File: src/poh_insert_params.svh
// Purpose: Offsets, field positions, reset values and timing counts for H4/Z3 insertion.
// Assumes: Included by both ends; definitions only.
// Notes:   Counts are in overhead port clock periods unless named otherwise.
`ifndef POH_INSERT_PARAMS_SVH
`define POH_INSERT_PARAMS_SVH

// Device register map.
`define SRC_SELECT_OFFSET   16'h1982
`define H4_VALUE_OFFSET     16'h19a7
`define Z3_VALUE_OFFSET     16'h19ab
`define H4_INSERTED_OFFSET  16'h19f0
`define Z3_INSERTED_OFFSET  16'h19f1
`define SRC_SELECT_RESET    8'h00
`define SRC_SELECT_RW_MASK  8'h0f
`define VALUE_RESET         8'h00

// Fields of the source select register.
`define H4_SEL_BIT          0
`define Z3_SEL_BIT          1

// Serial slot timing.
`define H4_WAIT_PERIODS     40
`define Z3_WAIT_PERIODS     48
`define BYTE_BITS           8
`define FRAME_PERIODS       80
`define HALF_CYCLES         4

// Host register map.
`define HOST_CTRL_OFFSET    4'h0
`define HOST_H4_OFFSET      4'h1
`define HOST_Z3_OFFSET      4'h2
`define HOST_FRAMES_OFFSET  4'h3
`define HOST_CTRL_RESET     8'h00
`define HOST_SEND_H4_BIT    0
`define HOST_SEND_Z3_BIT    1
`define HOST_REQ_EN_BIT     2

`endif

File: src/poh_insert_pkg.sv
// Purpose: Shared types for the overhead insertion link.
// Assumes: Nothing beyond the parameter header.
// Notes:   Numbers live in the header; this package holds types.
package poh_insert_pkg;

    typedef logic [7:0]  byte_t;
    typedef logic [15:0] dev_addr_t;
    typedef logic [3:0]  host_addr_t;

    // Host link state, Gray coded along idle, wait, shift.
    typedef enum logic [1:0] {
        LINK_IDLE  = 2'b00,
        LINK_WAIT  = 2'b01,
        LINK_SHIFT = 2'b11
    } link_state_t;

endpackage : poh_insert_pkg

File: src/overhead_link_if.sv
// Purpose: Serial path overhead link between the framer and the external insertion logic.
// Assumes: The framer end makes the port clock.
// Notes:   No two-way pins; every wire has one driver.
`timescale 1ns/100ps
`default_nettype none

interface overhead_link_if;
    logic overhead_port_clock;
    logic overhead_slot_valid;
    logic overhead_frame_marker;
    logic overhead_serial_in;
    logic overhead_insert_request;

    // Framer side.
    modport device_end (
        output overhead_port_clock,
        output overhead_slot_valid,
        output overhead_frame_marker,
        input  overhead_serial_in,
        input  overhead_insert_request
    );

    // External insertion logic side.
    modport host_end (
        input  overhead_port_clock,
        input  overhead_slot_valid,
        input  overhead_frame_marker,
        output overhead_serial_in,
        output overhead_insert_request
    );
endinterface : overhead_link_if

`default_nettype wire

File: src/poh_device_end.sv
// Purpose: Chooses the H4 and Z3 bytes of each outbound SPE from registers or the serial port.
// Assumes: Registers reached over a plain strobe port; data one cycle after the read strobe.
// Notes:   The port clock is clk divided down; all logic here runs on clk.
//
// How it works
// - H4 select set takes H4 from serial port.
// - H4 select clear inserts H4 value register unless insert request seen at first bit.
// - Z3 select clear inserts Z3 value register unless insert request seen at first bit.
// - Z3 select set takes Z3 from serial port.
// - Z3 value register, eight bits, resets zero.
// - Select register: high nibble zero, low nibble writable.
// - Far end samples valid and marker on rise.
// - Far end waits 40 periods before H4.
// - Far end waits 48 periods before Z3.
// - H4 slot follows five overhead bytes.
// - Z3 slot follows six overhead bytes.
// - Far end drives MSB on next falling edge.
// - Each serial bit latched on following rise.
// - Far end drives remaining seven bits, MSB first.
// - Far end repeats the sequence every frame.
// - Far end may leave insert request idle.
`include "poh_insert_params.svh"
`timescale 1ns/100ps
`default_nettype none

module poh_device_end #(
    parameter int HALF_CYCLES   = `HALF_CYCLES,
    parameter int FRAME_PERIODS = `FRAME_PERIODS
) (
    input  wire logic                   clk,
    input  wire logic                   reset_n,
    input  wire poh_insert_pkg::dev_addr_t reg_addr,
    input  wire poh_insert_pkg::byte_t  reg_wdata,
    input  wire logic                   reg_wr,
    input  wire logic                   reg_rd,
    output var  poh_insert_pkg::byte_t  reg_rdata,
    output var  poh_insert_pkg::byte_t  h4_byte,
    output var  poh_insert_pkg::byte_t  z3_byte,
    output var  logic                   overhead_strobe,
    overhead_link_if.device_end         link
);
    import poh_insert_pkg::*;

    ////////////////////////////////////////////////////////////////////////
    // Widths and slot positions.

    localparam int PW = $clog2(FRAME_PERIODS);
    localparam int DW = $clog2(2 * HALF_CYCLES);
    localparam logic [PW-1:0] LAST_PERIOD = PW'(FRAME_PERIODS - 1);
    localparam logic [PW-1:0] H4_FIRST    = PW'(`H4_WAIT_PERIODS + 1);
    localparam logic [PW-1:0] H4_LAST     = PW'(`H4_WAIT_PERIODS + `BYTE_BITS);
    localparam logic [PW-1:0] Z3_FIRST    = PW'(`Z3_WAIT_PERIODS + 1);
    localparam logic [PW-1:0] Z3_LAST     = PW'(`Z3_WAIT_PERIODS + `BYTE_BITS);
    localparam logic [DW-1:0] DIV_RISE    = DW'(HALF_CYCLES - 1);
    localparam logic [DW-1:0] DIV_LAST    = DW'(2 * HALF_CYCLES - 1);

    byte_t            sel_r;
    byte_t            h4_value_r;
    byte_t            z3_value_r;
    logic [DW-1:0]    dcnt_r;
    logic [PW-1:0]    pcnt_r;
    logic             port_clk_r;
    logic             valid_r;
    logic             marker_r;
    logic             ser_s1_r;
    logic             ser_s2_r;
    logic             req_s1_r;
    logic             req_s2_r;
    byte_t            h4_shift_r;
    byte_t            z3_shift_r;
    logic             h4_req_r;
    logic             z3_req_r;
    logic             sample;
    logic             in_h4;
    logic             in_z3;
    logic             h4_serial;
    logic             z3_serial;

    ////////////////////////////////////////////////////////////////////////
    // Register writes.

    // Only the low nibble of the select register is writable.
    always_ff @(posedge clk) begin
        if (!reset_n) begin
            sel_r      <= `SRC_SELECT_RESET;
            h4_value_r <= `VALUE_RESET;
            z3_value_r <= `VALUE_RESET;
        end else if (reg_wr) begin
            unique case (reg_addr)
                `SRC_SELECT_OFFSET: sel_r <= reg_wdata & `SRC_SELECT_RW_MASK;
                `H4_VALUE_OFFSET:   h4_value_r <= reg_wdata;
                `Z3_VALUE_OFFSET:   z3_value_r <= reg_wdata;
                default: begin
                end
            endcase
        end
    end

    // Read data stands for one cycle after the strobe; unmapped reads give zero.
    always_ff @(posedge clk) begin
        if (!reset_n) begin
            reg_rdata <= 8'h00;
        end else if (reg_rd) begin
            unique case (reg_addr)
                `SRC_SELECT_OFFSET:  reg_rdata <= sel_r;
                `H4_VALUE_OFFSET:    reg_rdata <= h4_value_r;
                `Z3_VALUE_OFFSET:    reg_rdata <= z3_value_r;
                `H4_INSERTED_OFFSET: reg_rdata <= h4_byte;
                `Z3_INSERTED_OFFSET: reg_rdata <= z3_byte;
                default:             reg_rdata <= 8'h00;
            endcase
        end else begin
            reg_rdata <= 8'h00;
        end
    end

    ////////////////////////////////////////////////////////////////////////
    // Port clock divider and period counter.

    // One port clock period is low for HALF_CYCLES, then high for HALF_CYCLES.
    always_ff @(posedge clk) begin
        if (!reset_n) begin
            dcnt_r <= '0;
        end else if (dcnt_r == DIV_LAST) begin
            dcnt_r <= '0;
        end else begin
            dcnt_r <= dcnt_r + 1'b1;
        end
    end

    // The clock rises after the low half and falls when the period wraps.
    always_ff @(posedge clk) begin
        if (!reset_n) begin
            port_clk_r <= 1'b0;
        end else if (dcnt_r == DIV_RISE) begin
            port_clk_r <= 1'b1;
        end else if (dcnt_r == DIV_LAST) begin
            port_clk_r <= 1'b0;
        end
    end

    // Starting at the last period makes the first wrap open a clean frame.
    always_ff @(posedge clk) begin
        if (!reset_n) begin
            pcnt_r <= LAST_PERIOD;
        end else if (dcnt_r == DIV_LAST) begin
            pcnt_r <= (pcnt_r == LAST_PERIOD) ? '0 : pcnt_r + 1'b1;
        end
    end

    // Valid and marker change with the falling edge so the far end sees them settled.
    always_ff @(posedge clk) begin
        if (!reset_n) begin
            valid_r  <= 1'b0;
            marker_r <= 1'b0;
        end else if (dcnt_r == DIV_LAST) begin
            valid_r  <= 1'b1;
            marker_r <= (pcnt_r == LAST_PERIOD);
        end
    end

    assign link.overhead_port_clock   = port_clk_r;
    assign link.overhead_slot_valid   = valid_r;
    assign link.overhead_frame_marker = marker_r;

    ////////////////////////////////////////////////////////////////////////
    // Serial input capture.

    // Both link inputs come from another domain and pass two flip-flops first.
    always_ff @(posedge clk) begin
        if (!reset_n) begin
            ser_s1_r <= 1'b0;
            ser_s2_r <= 1'b0;
            req_s1_r <= 1'b0;
            req_s2_r <= 1'b0;
        end else begin
            ser_s1_r <= link.overhead_serial_in;
            ser_s2_r <= ser_s1_r;
            req_s1_r <= link.overhead_insert_request;
            req_s2_r <= req_s1_r;
        end
    end

    // The last clk of each high half stands for the rising edge; the bit is settled by then.
    assign sample = (dcnt_r == DIV_LAST);
    assign in_h4  = (pcnt_r >= H4_FIRST) && (pcnt_r <= H4_LAST);
    assign in_z3  = (pcnt_r >= Z3_FIRST) && (pcnt_r <= Z3_LAST);

    // Bits shift in most significant first, one per period.
    always_ff @(posedge clk) begin
        if (!reset_n) begin
            h4_shift_r <= 8'h00;
            z3_shift_r <= 8'h00;
        end else if (sample) begin
            if (in_h4) begin
                h4_shift_r <= {h4_shift_r[6:0], ser_s2_r};
            end
            if (in_z3) begin
                z3_shift_r <= {z3_shift_r[6:0], ser_s2_r};
            end
        end
    end

    // A request seen at a slot's first bit makes that byte serial for this frame.
    always_ff @(posedge clk) begin
        if (!reset_n) begin
            h4_req_r <= 1'b0;
            z3_req_r <= 1'b0;
        end else if (sample) begin
            if (pcnt_r == H4_FIRST) begin
                h4_req_r <= req_s2_r;
            end
            if (pcnt_r == Z3_FIRST) begin
                z3_req_r <= req_s2_r;
            end
        end
    end

    ////////////////////////////////////////////////////////////////////////
    // Byte source choice.

    assign h4_serial = sel_r[`H4_SEL_BIT] | h4_req_r;
    assign z3_serial = sel_r[`Z3_SEL_BIT] | z3_req_r;

    // Both bytes commit together once the Z3 slot has closed.
    always_ff @(posedge clk) begin
        if (!reset_n) begin
            h4_byte <= `VALUE_RESET;
            z3_byte <= `VALUE_RESET;
        end else if (sample && (pcnt_r == Z3_LAST)) begin
            h4_byte <= h4_serial ? h4_shift_r : h4_value_r;
            z3_byte <= z3_serial ? {z3_shift_r[6:0], ser_s2_r} : z3_value_r;
        end
    end

    // One-cycle pulse when new H4 and Z3 bytes are ready for the SPE.
    always_ff @(posedge clk) begin
        if (!reset_n) begin
            overhead_strobe <= 1'b0;
        end else begin
            overhead_strobe <= sample && (pcnt_r == Z3_LAST);
        end
    end

endmodule : poh_device_end

`default_nettype wire

File: src/flat_wrapper.sv
// flat-port wrapper written by rule: the top's interface ports become plain ports
module poh_device_end_flat import poh_insert_pkg::*;
#(
    parameter int HALF_CYCLES   = `HALF_CYCLES,
    parameter int FRAME_PERIODS = `FRAME_PERIODS
)
  (clk, reset_n, reg_addr, reg_wdata, reg_wr, reg_rd, reg_rdata, h4_byte, z3_byte, overhead_strobe, link_overhead_port_clock, link_overhead_slot_valid, link_overhead_frame_marker, link_overhead_serial_in, link_overhead_insert_request);
  overhead_link_if link_i ();
  input  wire logic clk;
  input  wire logic reset_n;
  input  wire poh_insert_pkg::dev_addr_t reg_addr;
  input  wire poh_insert_pkg::byte_t reg_wdata;
  input  wire logic reg_wr;
  input  wire logic reg_rd;
  output var  poh_insert_pkg::byte_t reg_rdata;
  output var  poh_insert_pkg::byte_t h4_byte;
  output var  poh_insert_pkg::byte_t z3_byte;
  output var  logic overhead_strobe;
  output wire logic [$bits(link_i.overhead_port_clock)-1:0] link_overhead_port_clock;
  output wire logic [$bits(link_i.overhead_slot_valid)-1:0] link_overhead_slot_valid;
  output wire logic [$bits(link_i.overhead_frame_marker)-1:0] link_overhead_frame_marker;
  input wire logic [$bits(link_i.overhead_serial_in)-1:0] link_overhead_serial_in;
  input wire logic [$bits(link_i.overhead_insert_request)-1:0] link_overhead_insert_request;
  assign link_overhead_port_clock = link_i.overhead_port_clock;
  assign link_overhead_slot_valid = link_i.overhead_slot_valid;
  assign link_overhead_frame_marker = link_i.overhead_frame_marker;
  assign link_i.overhead_serial_in = link_overhead_serial_in;
  assign link_i.overhead_insert_request = link_overhead_insert_request;
  poh_device_end #(.HALF_CYCLES(HALF_CYCLES), .FRAME_PERIODS(FRAME_PERIODS)) u_core (.clk(clk), .reset_n(reset_n), .reg_addr(reg_addr), .reg_wdata(reg_wdata), .reg_wr(reg_wr), .reg_rd(reg_rd), .reg_rdata(reg_rdata), .h4_byte(h4_byte), .z3_byte(z3_byte), .overhead_strobe(overhead_strobe), .link(link_i));
endmodule
File: config.mk
export PLATFORM = sky130hd
export DESIGN_NAME = poh_device_end_flat
export DESIGN_NICKNAME = d
export VERILOG_FILES = /design/src/poh_insert_pkg.sv /design/src/overhead_link_if.sv /design/src/poh_device_end.sv /design/src/flat_wrapper.sv
export VERILOG_INCLUDE_DIRS = /design/src /design/src/src
export SDC_FILE = /design/constraint.sdc
export NUM_CORES = 1
export LEC_CHECK = 0
export BUFFER_PORTS_ARGS = -buffer_cell sky130_fd_sc_hd__buf_4
export CORE_MARGIN = 3
export CORE_UTILIZATION = 51
export DETAILED_ROUTE_END_ITERATION = 10
export PLACE_DENSITY_LB_ADDON = 0.2
export SLEW_MARGIN = 10
export SYNTH_ARGS = -nofsm -noshare
export SYNTH_HDL_FRONTEND = slang
export SYNTH_SLANG_ARGS = --single-unit
File: constraint.sdc
create_clock -name clk -period 2.22 [get_ports clk]
set_clock_uncertainty 0.2 [all_clocks]
set_input_delay 0.111 -clock clk [delete_from_list [all_inputs] [get_ports clk]]
set_output_delay 0.111 -clock clk [all_outputs]
set_load 0.05 [all_outputs]
* Word level (Yosys, flattened, before mapping)
Index checks and enable logic that the tools add are counted.
** Storage, ports and cells
- Register bits :: 79
- Output and inout port bits :: 28
- Word-level logic and storage cells :: 59
- Input port bits :: 30
** Cells by class
- Equal/unequal tests :: 11
- $lt $le $gt $ge :: 4
- Reduce and logical (&&, ||, !) cells :: 13
- Add/sub/neg operators :: 2
- Mux-type cells :: 6
- Bitwise gates (word level) :: 3
** Operator list (number)
- == test 16 x 13 -> 1 bit (second input constant) :: 5
- one-hot mux 8 bit (5 select lines) :: 1
- == test 7 x 6 -> 1 bit (second input constant) :: 3
- 2-to-1 mux 8 bit :: 2
- AND reduction 2 bit :: 8
- >= comparator 7 x 6 -> 1 bit (second input constant) :: 2
- <= comparator 7 x 6 -> 1 bit (second input constant) :: 2
- adder 7 x 1 -> 7 bit (second input constant) :: 1
- == test 7 bit (second input constant) :: 1
- 2-to-1 mux 7 bit :: 1
- adder 3 x 1 -> 3 bit (second input constant) :: 1
- == test 3 x 2 -> 1 bit (second input constant) :: 1
- == test 3 bit (second input constant) :: 1
- logical AND 1 bit :: 3
- 2-to-1 mux 1 bit :: 2
- bitwise OR 1 bit :: 2
- nonzero test 2 bit :: 1
- OR reduction 2 bit :: 1
- NOT 1 bit :: 1

* Logic depth before layout (Yosys ltp)
- Depth after elaboration :: 3
- Gate-level depth with buffers :: 9
- Gate-level depth less buffers :: 6

* Worst setup path after synthesis
Ideal clock, no wire load.
- Path kind :: register to register
- From :: reg u_core.dcnt_r[0]
- To :: reg u_core.h4_byte[2]
- Path slack :: -0.016 ns
- Library setup time :: 0.091 ns
- Path buffers :: 2
- Clock period less this slack :: 2.236 ns
- Cell stages (with the launch flop) :: 9
- Data required time :: 1.929 ns
- Data arrival time :: 1.945 ns
- Cells stage by stage :: dfxtp_1 ha_1 ha_1 clkbuf_1 nand3b_1 nor3_1 clkbuf_1 nor2_1 a311oi_1
** Between the ends
- Word-level cells in the longest chain between the ends :: 2
** RTL lines
- start, declared :: line poh_device_end.sv:60 : logic [DW-1:0] dcnt_r;
- start signal, assigned :: line poh_device_end.sv:127 : dcnt_r <= dcnt_r + 1'b1;
- == test 3 bit :: line poh_device_end.sv:185 : assign sample = (dcnt_r == DIV_LAST);
- logical AND 1 bit :: line poh_device_end.sv:230 : end else if (sample && (pcnt_r == Z3_LAST)) begin
- end signal, assigned :: line poh_device_end.sv:228 : h4_byte <= `VALUE_RESET;
- end signal, assigned :: line poh_device_end.sv:231 : h4_byte <= h4_serial ? h4_shift_r : h4_value_r;
- end, declared :: line poh_device_end.sv:37 : output var poh_insert_pkg::byte_t h4_byte,
No other way between the ends.
A chain may end at the register's enable or synchronous reset.

* Worst setup path after layout
- From :: in reg_addr[4]
- To :: reg u_core.z3_value_r[5]
** Between the ends
- Word-level cells in the longest chain between the ends :: 2
** RTL lines
- start, declared :: line flat_wrapper.sv:11 : input wire poh_insert_pkg::dev_addr_t reg_addr;
- == test 16 x 13 -> 1 bit :: line poh_device_end.sv:89 : unique case (reg_addr)
- AND reduction 2 bit (no line)
- end signal, assigned :: line poh_device_end.sv:87 : z3_value_r <= `VALUE_RESET;
- end signal, assigned :: line poh_device_end.sv:92 : `Z3_VALUE_OFFSET: z3_value_r <= reg_wdata;
- end, declared :: line poh_device_end.sv:59 : byte_t z3_value_r;
No other way between the ends.

==> impl_results.md <==
- Avg WL per Cell: 16.36 um
- Number of synthesized flops with an enable pin: 0
- Slowest cell on crit path: dlygate4sd3_1
- Simple-gate share of the synthesized area: 21.85%
- Post-Synth Adder-Cell Area: 2.097%
- Ys Warns: 0
- Async S/R FF share, synth: 0%
- Final worst path period need: 2050 ps
- Final TNS setup: 0 ps
- Unrepaired setup endpoints after global routing: no
- Mean area per synthesized cell: 8.543 um^2
- Crit. Startpoint: reg_addr[4]
- Leak Pwr: 1.561 nW
- Max frequency: 487.7 MHz
- P&R area growth vs syn: 24.50%
- Multiplexer area fraction after synthesis: 3.670%
- Sinks on Clock Net: 79
- Die height: 89.78 um
- Cell variety after synth: 50
- CTS max path bufs: 2
- Finished Layout Cells: 580
- Worst-Skew Late Latency: 360 ps
- Met3 usage: 7.596%
- Hpwl dp: 6699 um
- Ports: 58
- Post-synthesis compound-gate area fraction: 22.65%
- Placed inst area: 4080 um^2
- Met2 Usage GRT: 34.34%
- Core region area: 6568 um^2
- Arrival time at the worst endpoint: 2140 ps
- Crit Path Category: in -> reg
- Gr ovfl total: 0
- Status: finished clean
- Crit path buf inv count: 3
- Cell Chain, Critical Path: buf_4 -> or3b_1 -> nor4_4 -> buf_12 -> nand4_1 -> dlygate4sd3_1 -> a21oi_1
- Synthesized instance count: 419
- Sequential share of the synthesized area: 44.18%
- CP Launch Type: input pin
- Met1 GRT Util: 32.09%
- Worst relative slew slack: 56.99%
- Total number of vias: 3,490
- CTS Buf Count: 9
- Max VDD drop: 0.5663 mV
- Drt initial violations: 380
- Power per cell area: 615.0 nW/um^2
- Top Usage Layer GRT: met2
- Initial antenna violation count: 0
- Full die area: 8060 um^2
- Hold_ws: 40.32 ps
- CTS tree: yes
- ANT cells: 0
- Final WL: 9486 um
- Mapped Nets: 455
- Final instance area: 4457 um^2
- Cell count after placement: 548
- H-tree depth: 3
- Pin count of the biggest net entering global routing: 61
- Port bufs: 57
- First-pass GRT wire length: 15,540 um
- Post-route setup slack: 169.7 ps
- Row count: 29
- GRT Overall Usage: 23.33%
- Number of synthesized register bits: 79
- Drt via density: 6.017
- Synthesized cell area: 3580 um^2
- Final Cycle Share: 92.36%
- Routability cong.: 0.8624
- Initial Util: 54.51%
- Fin. Hold Viols: 0
- Min-delay src: reg_addr[13]
- Synth Area in XOR/XNOR: 0.4893%
- Crit end category: flip-flop
- Final Net Count: 518
- WP data required: 2310 ps
- Cell family with most CP delay: simple AND/OR/NAND/NOR gates
- CP Max Fanout: 28
- Worst-margin pin slew: 645.1 ps
- Reg2reg start: u_core.dcnt_r[0]$_SDFF_PP0_
- Horiz. Die Dim: 89.78 um
- Largest family of logic cells by synthesized area: compound AO/OA/AOI/OAI gates
- Prevailing post-synth register cell: dfxtp_1
- HP Class: in -> reg
- Placement Setup Slack: 71.30 ps
- Post-route DRC: 0
- # setup viols final: 0
- Drt pass-1 iters: 6
- Clk pin slew, worst setup/hold paths: 80 ps
- Root Buffer: clkbuf_8
- Share of post-route cells with drive strength above 1: 20.74%
- Final Max Tran Viols: 0
- Max incr delay on CP: 580 ps
- Vias in the first global route: 3,199
- Antenna-violating nets left: 0
- # Max-Cap Violations: 0
-- cells in the final DEF, fill, tap and decap left out, drive strengths merged, types with 3 or more instances in the layout --
cell / synthesis / final
dfxtp: 79 / 79
buf: 5 / 70
o21ai: 55 / 55
a21oi: 39 / 39
nor2: 32 / 32
nand3: 24 / 24
nand2: 24 / 24
nand4: 22 / 22
a311oi: 19 / 19
dlygate4sd3: 0 / 16
nor3: 10 / 10
clkbuf: 29 / 10
mux2: 9 / 9
nand2b: 6 / 6
and2: 6 / 6
ha: 6 / 6
inv: 5 / 5
a32oi: 5 / 5
nor4: 5 / 5
a22o: 4 / 4
a22oi: 4 / 4
nor2b: 3 / 3
mux2i: 3 / 3
clkinv: 1 / 3
-- metal layers --
layer | share of wire (%) | wire length [um]
met5 | 0 | 0
met4 | 2.1 | 197
met3 | 8.0 | 757
met2 | 44 | 4220
met1 | 45 | 4311
-- logic make-up (layout without fill, tap and decap cells) --
| kind of cell | Yosys count | in the layout |
|---|---|---|
| flip-flops | 79 | 79 |
| XOR/XNOR | 2 | 2 |
| multiplexers | 12 | 12 |
| buffers and inverters | 40 | 108 |
| AO/OA/AOI/OAI | 134 | 134 |
| AND/OR/NAND/NOR | 146 | 146 |
| adder cells (fa/ha/maj) | 6 | 6 |
-- flip-flops by register name (all words and copies together) (netlist names) --
| name | cells |
|---|---|
| u_core.ser_s2_r | 1 |
| u_core.req_s2_r | 1 |
| u_core.z3_shift_r | 7 |
| u_core.z3_value_r | 8 |
| u_core.h4_req_r | 1 |
| u_core.h4_byte | 8 |
| u_core.overhead_strobe | 1 |
| u_core.req_s1_r | 1 |
| u_core.z3_byte | 8 |
| u_core.link.overhead_port_clock | 1 |
| u_core.ser_s1_r | 1 |
| u_core.sel_r | 4 |
| u_core.pcnt_r | 7 |
| u_core.link.overhead_slot_valid | 1 |
| u_core.z3_req_r | 1 |
| u_core.h4_shift_r | 8 |
| u_core.link.overhead_frame_marker | 1 |
| u_core.reg_rdata | 8 |
| u_core.dcnt_r | 3 |
| u_core.h4_value_r | 8 |
-- final timing paths --
kind,end,slack (ps),cells past startpoint
worst max-delay path,u_core.z3_value_r[5]$_SDFFE_PN0P_,170,7
worst min-delay path,u_core.reg_rdata[1]$_SDFF_PN0_,40,5
worst min register to register,u_core.dcnt_r[0]$_SDFF_PP0_,230,1
worst max register to register,u_core.h4_req_r$_SDFFE_PN0P_,280,7
-- layout make-up --
cell class                      instances  area (um^2)
Fill cell                             544         2111
Multi-Input combinational cell        300         1826
Sequential cell                        79         1582
Timing Repair Buffer                   86        698.2
Clock buffer                           10        127.6
Tap cell                               93        116.4
Clock inverter                          6        85.08
Inverter                                6        22.52
-- metrics by stage --
stage	utilization, %	total power [mW]
5_1_grt	67.86	2.821
2_1_floorplan	-	1.536
3_3_place_gp	62.13	1.599
6_report	67.86	2.741
3_5_place_dp	62.13	1.603
4_1_cts	67.80	2.747
-- Yosys cell counts (2+ instances only) --
master    number  share of area [%]
dfxtp_1       79                 44
a21oi_1       39                5.5
o21ai_0       36                5.0
nor2_1        32                3.4
clkbuf_1      29                3.0
nand2_1       24                2.5
nand3_1       24                3.4
nand4_1       22                3.8
a311oi_1      19                4.6
o21ai_1       19                2.7
nor3_1        10                1.4
mux2_2         9                2.8
and2_1         6                1.0
ha_1           6                2.1
nand2b_1       6                1.0
a32oi_1        5                1.2
inv_1          5               0.52
a22o_1         4               0.98
a22oi_1        4               0.84
buf_6          4                1.3
mux2i_1        3               0.84
nor2b_1        3               0.52
nor4_1         3               0.52
and3_1         2               0.35
-- report_power, final --
part / switching, mW / internal (mW) / total [mW]
Clock: 0.520 / 0.629 / 1.15
Combinational: 0.0860 / 0.0744 / 0.160
Sequential: 0.00625 / 1.43 / 1.43
-- worst register-to-register path, cell delays in order (launching register included) --
cell and delay [ps]:
dfxtp_1 340, ha_1 180, ha_1 170, nand3b_1 140, buf_4 210, nor3_1 290
mux2i_1 230, nor2_1 50
-- what timing repair did --
item                                   4_1_cts  5_1_grt
endpoints found under the hold margin       31        0
setup endpoints to repair                    0        2
hold buffers                                16        0
gates resized for setup                      0        1
buffers inserted                             0        0
Power figures use the tool's default switching activity.
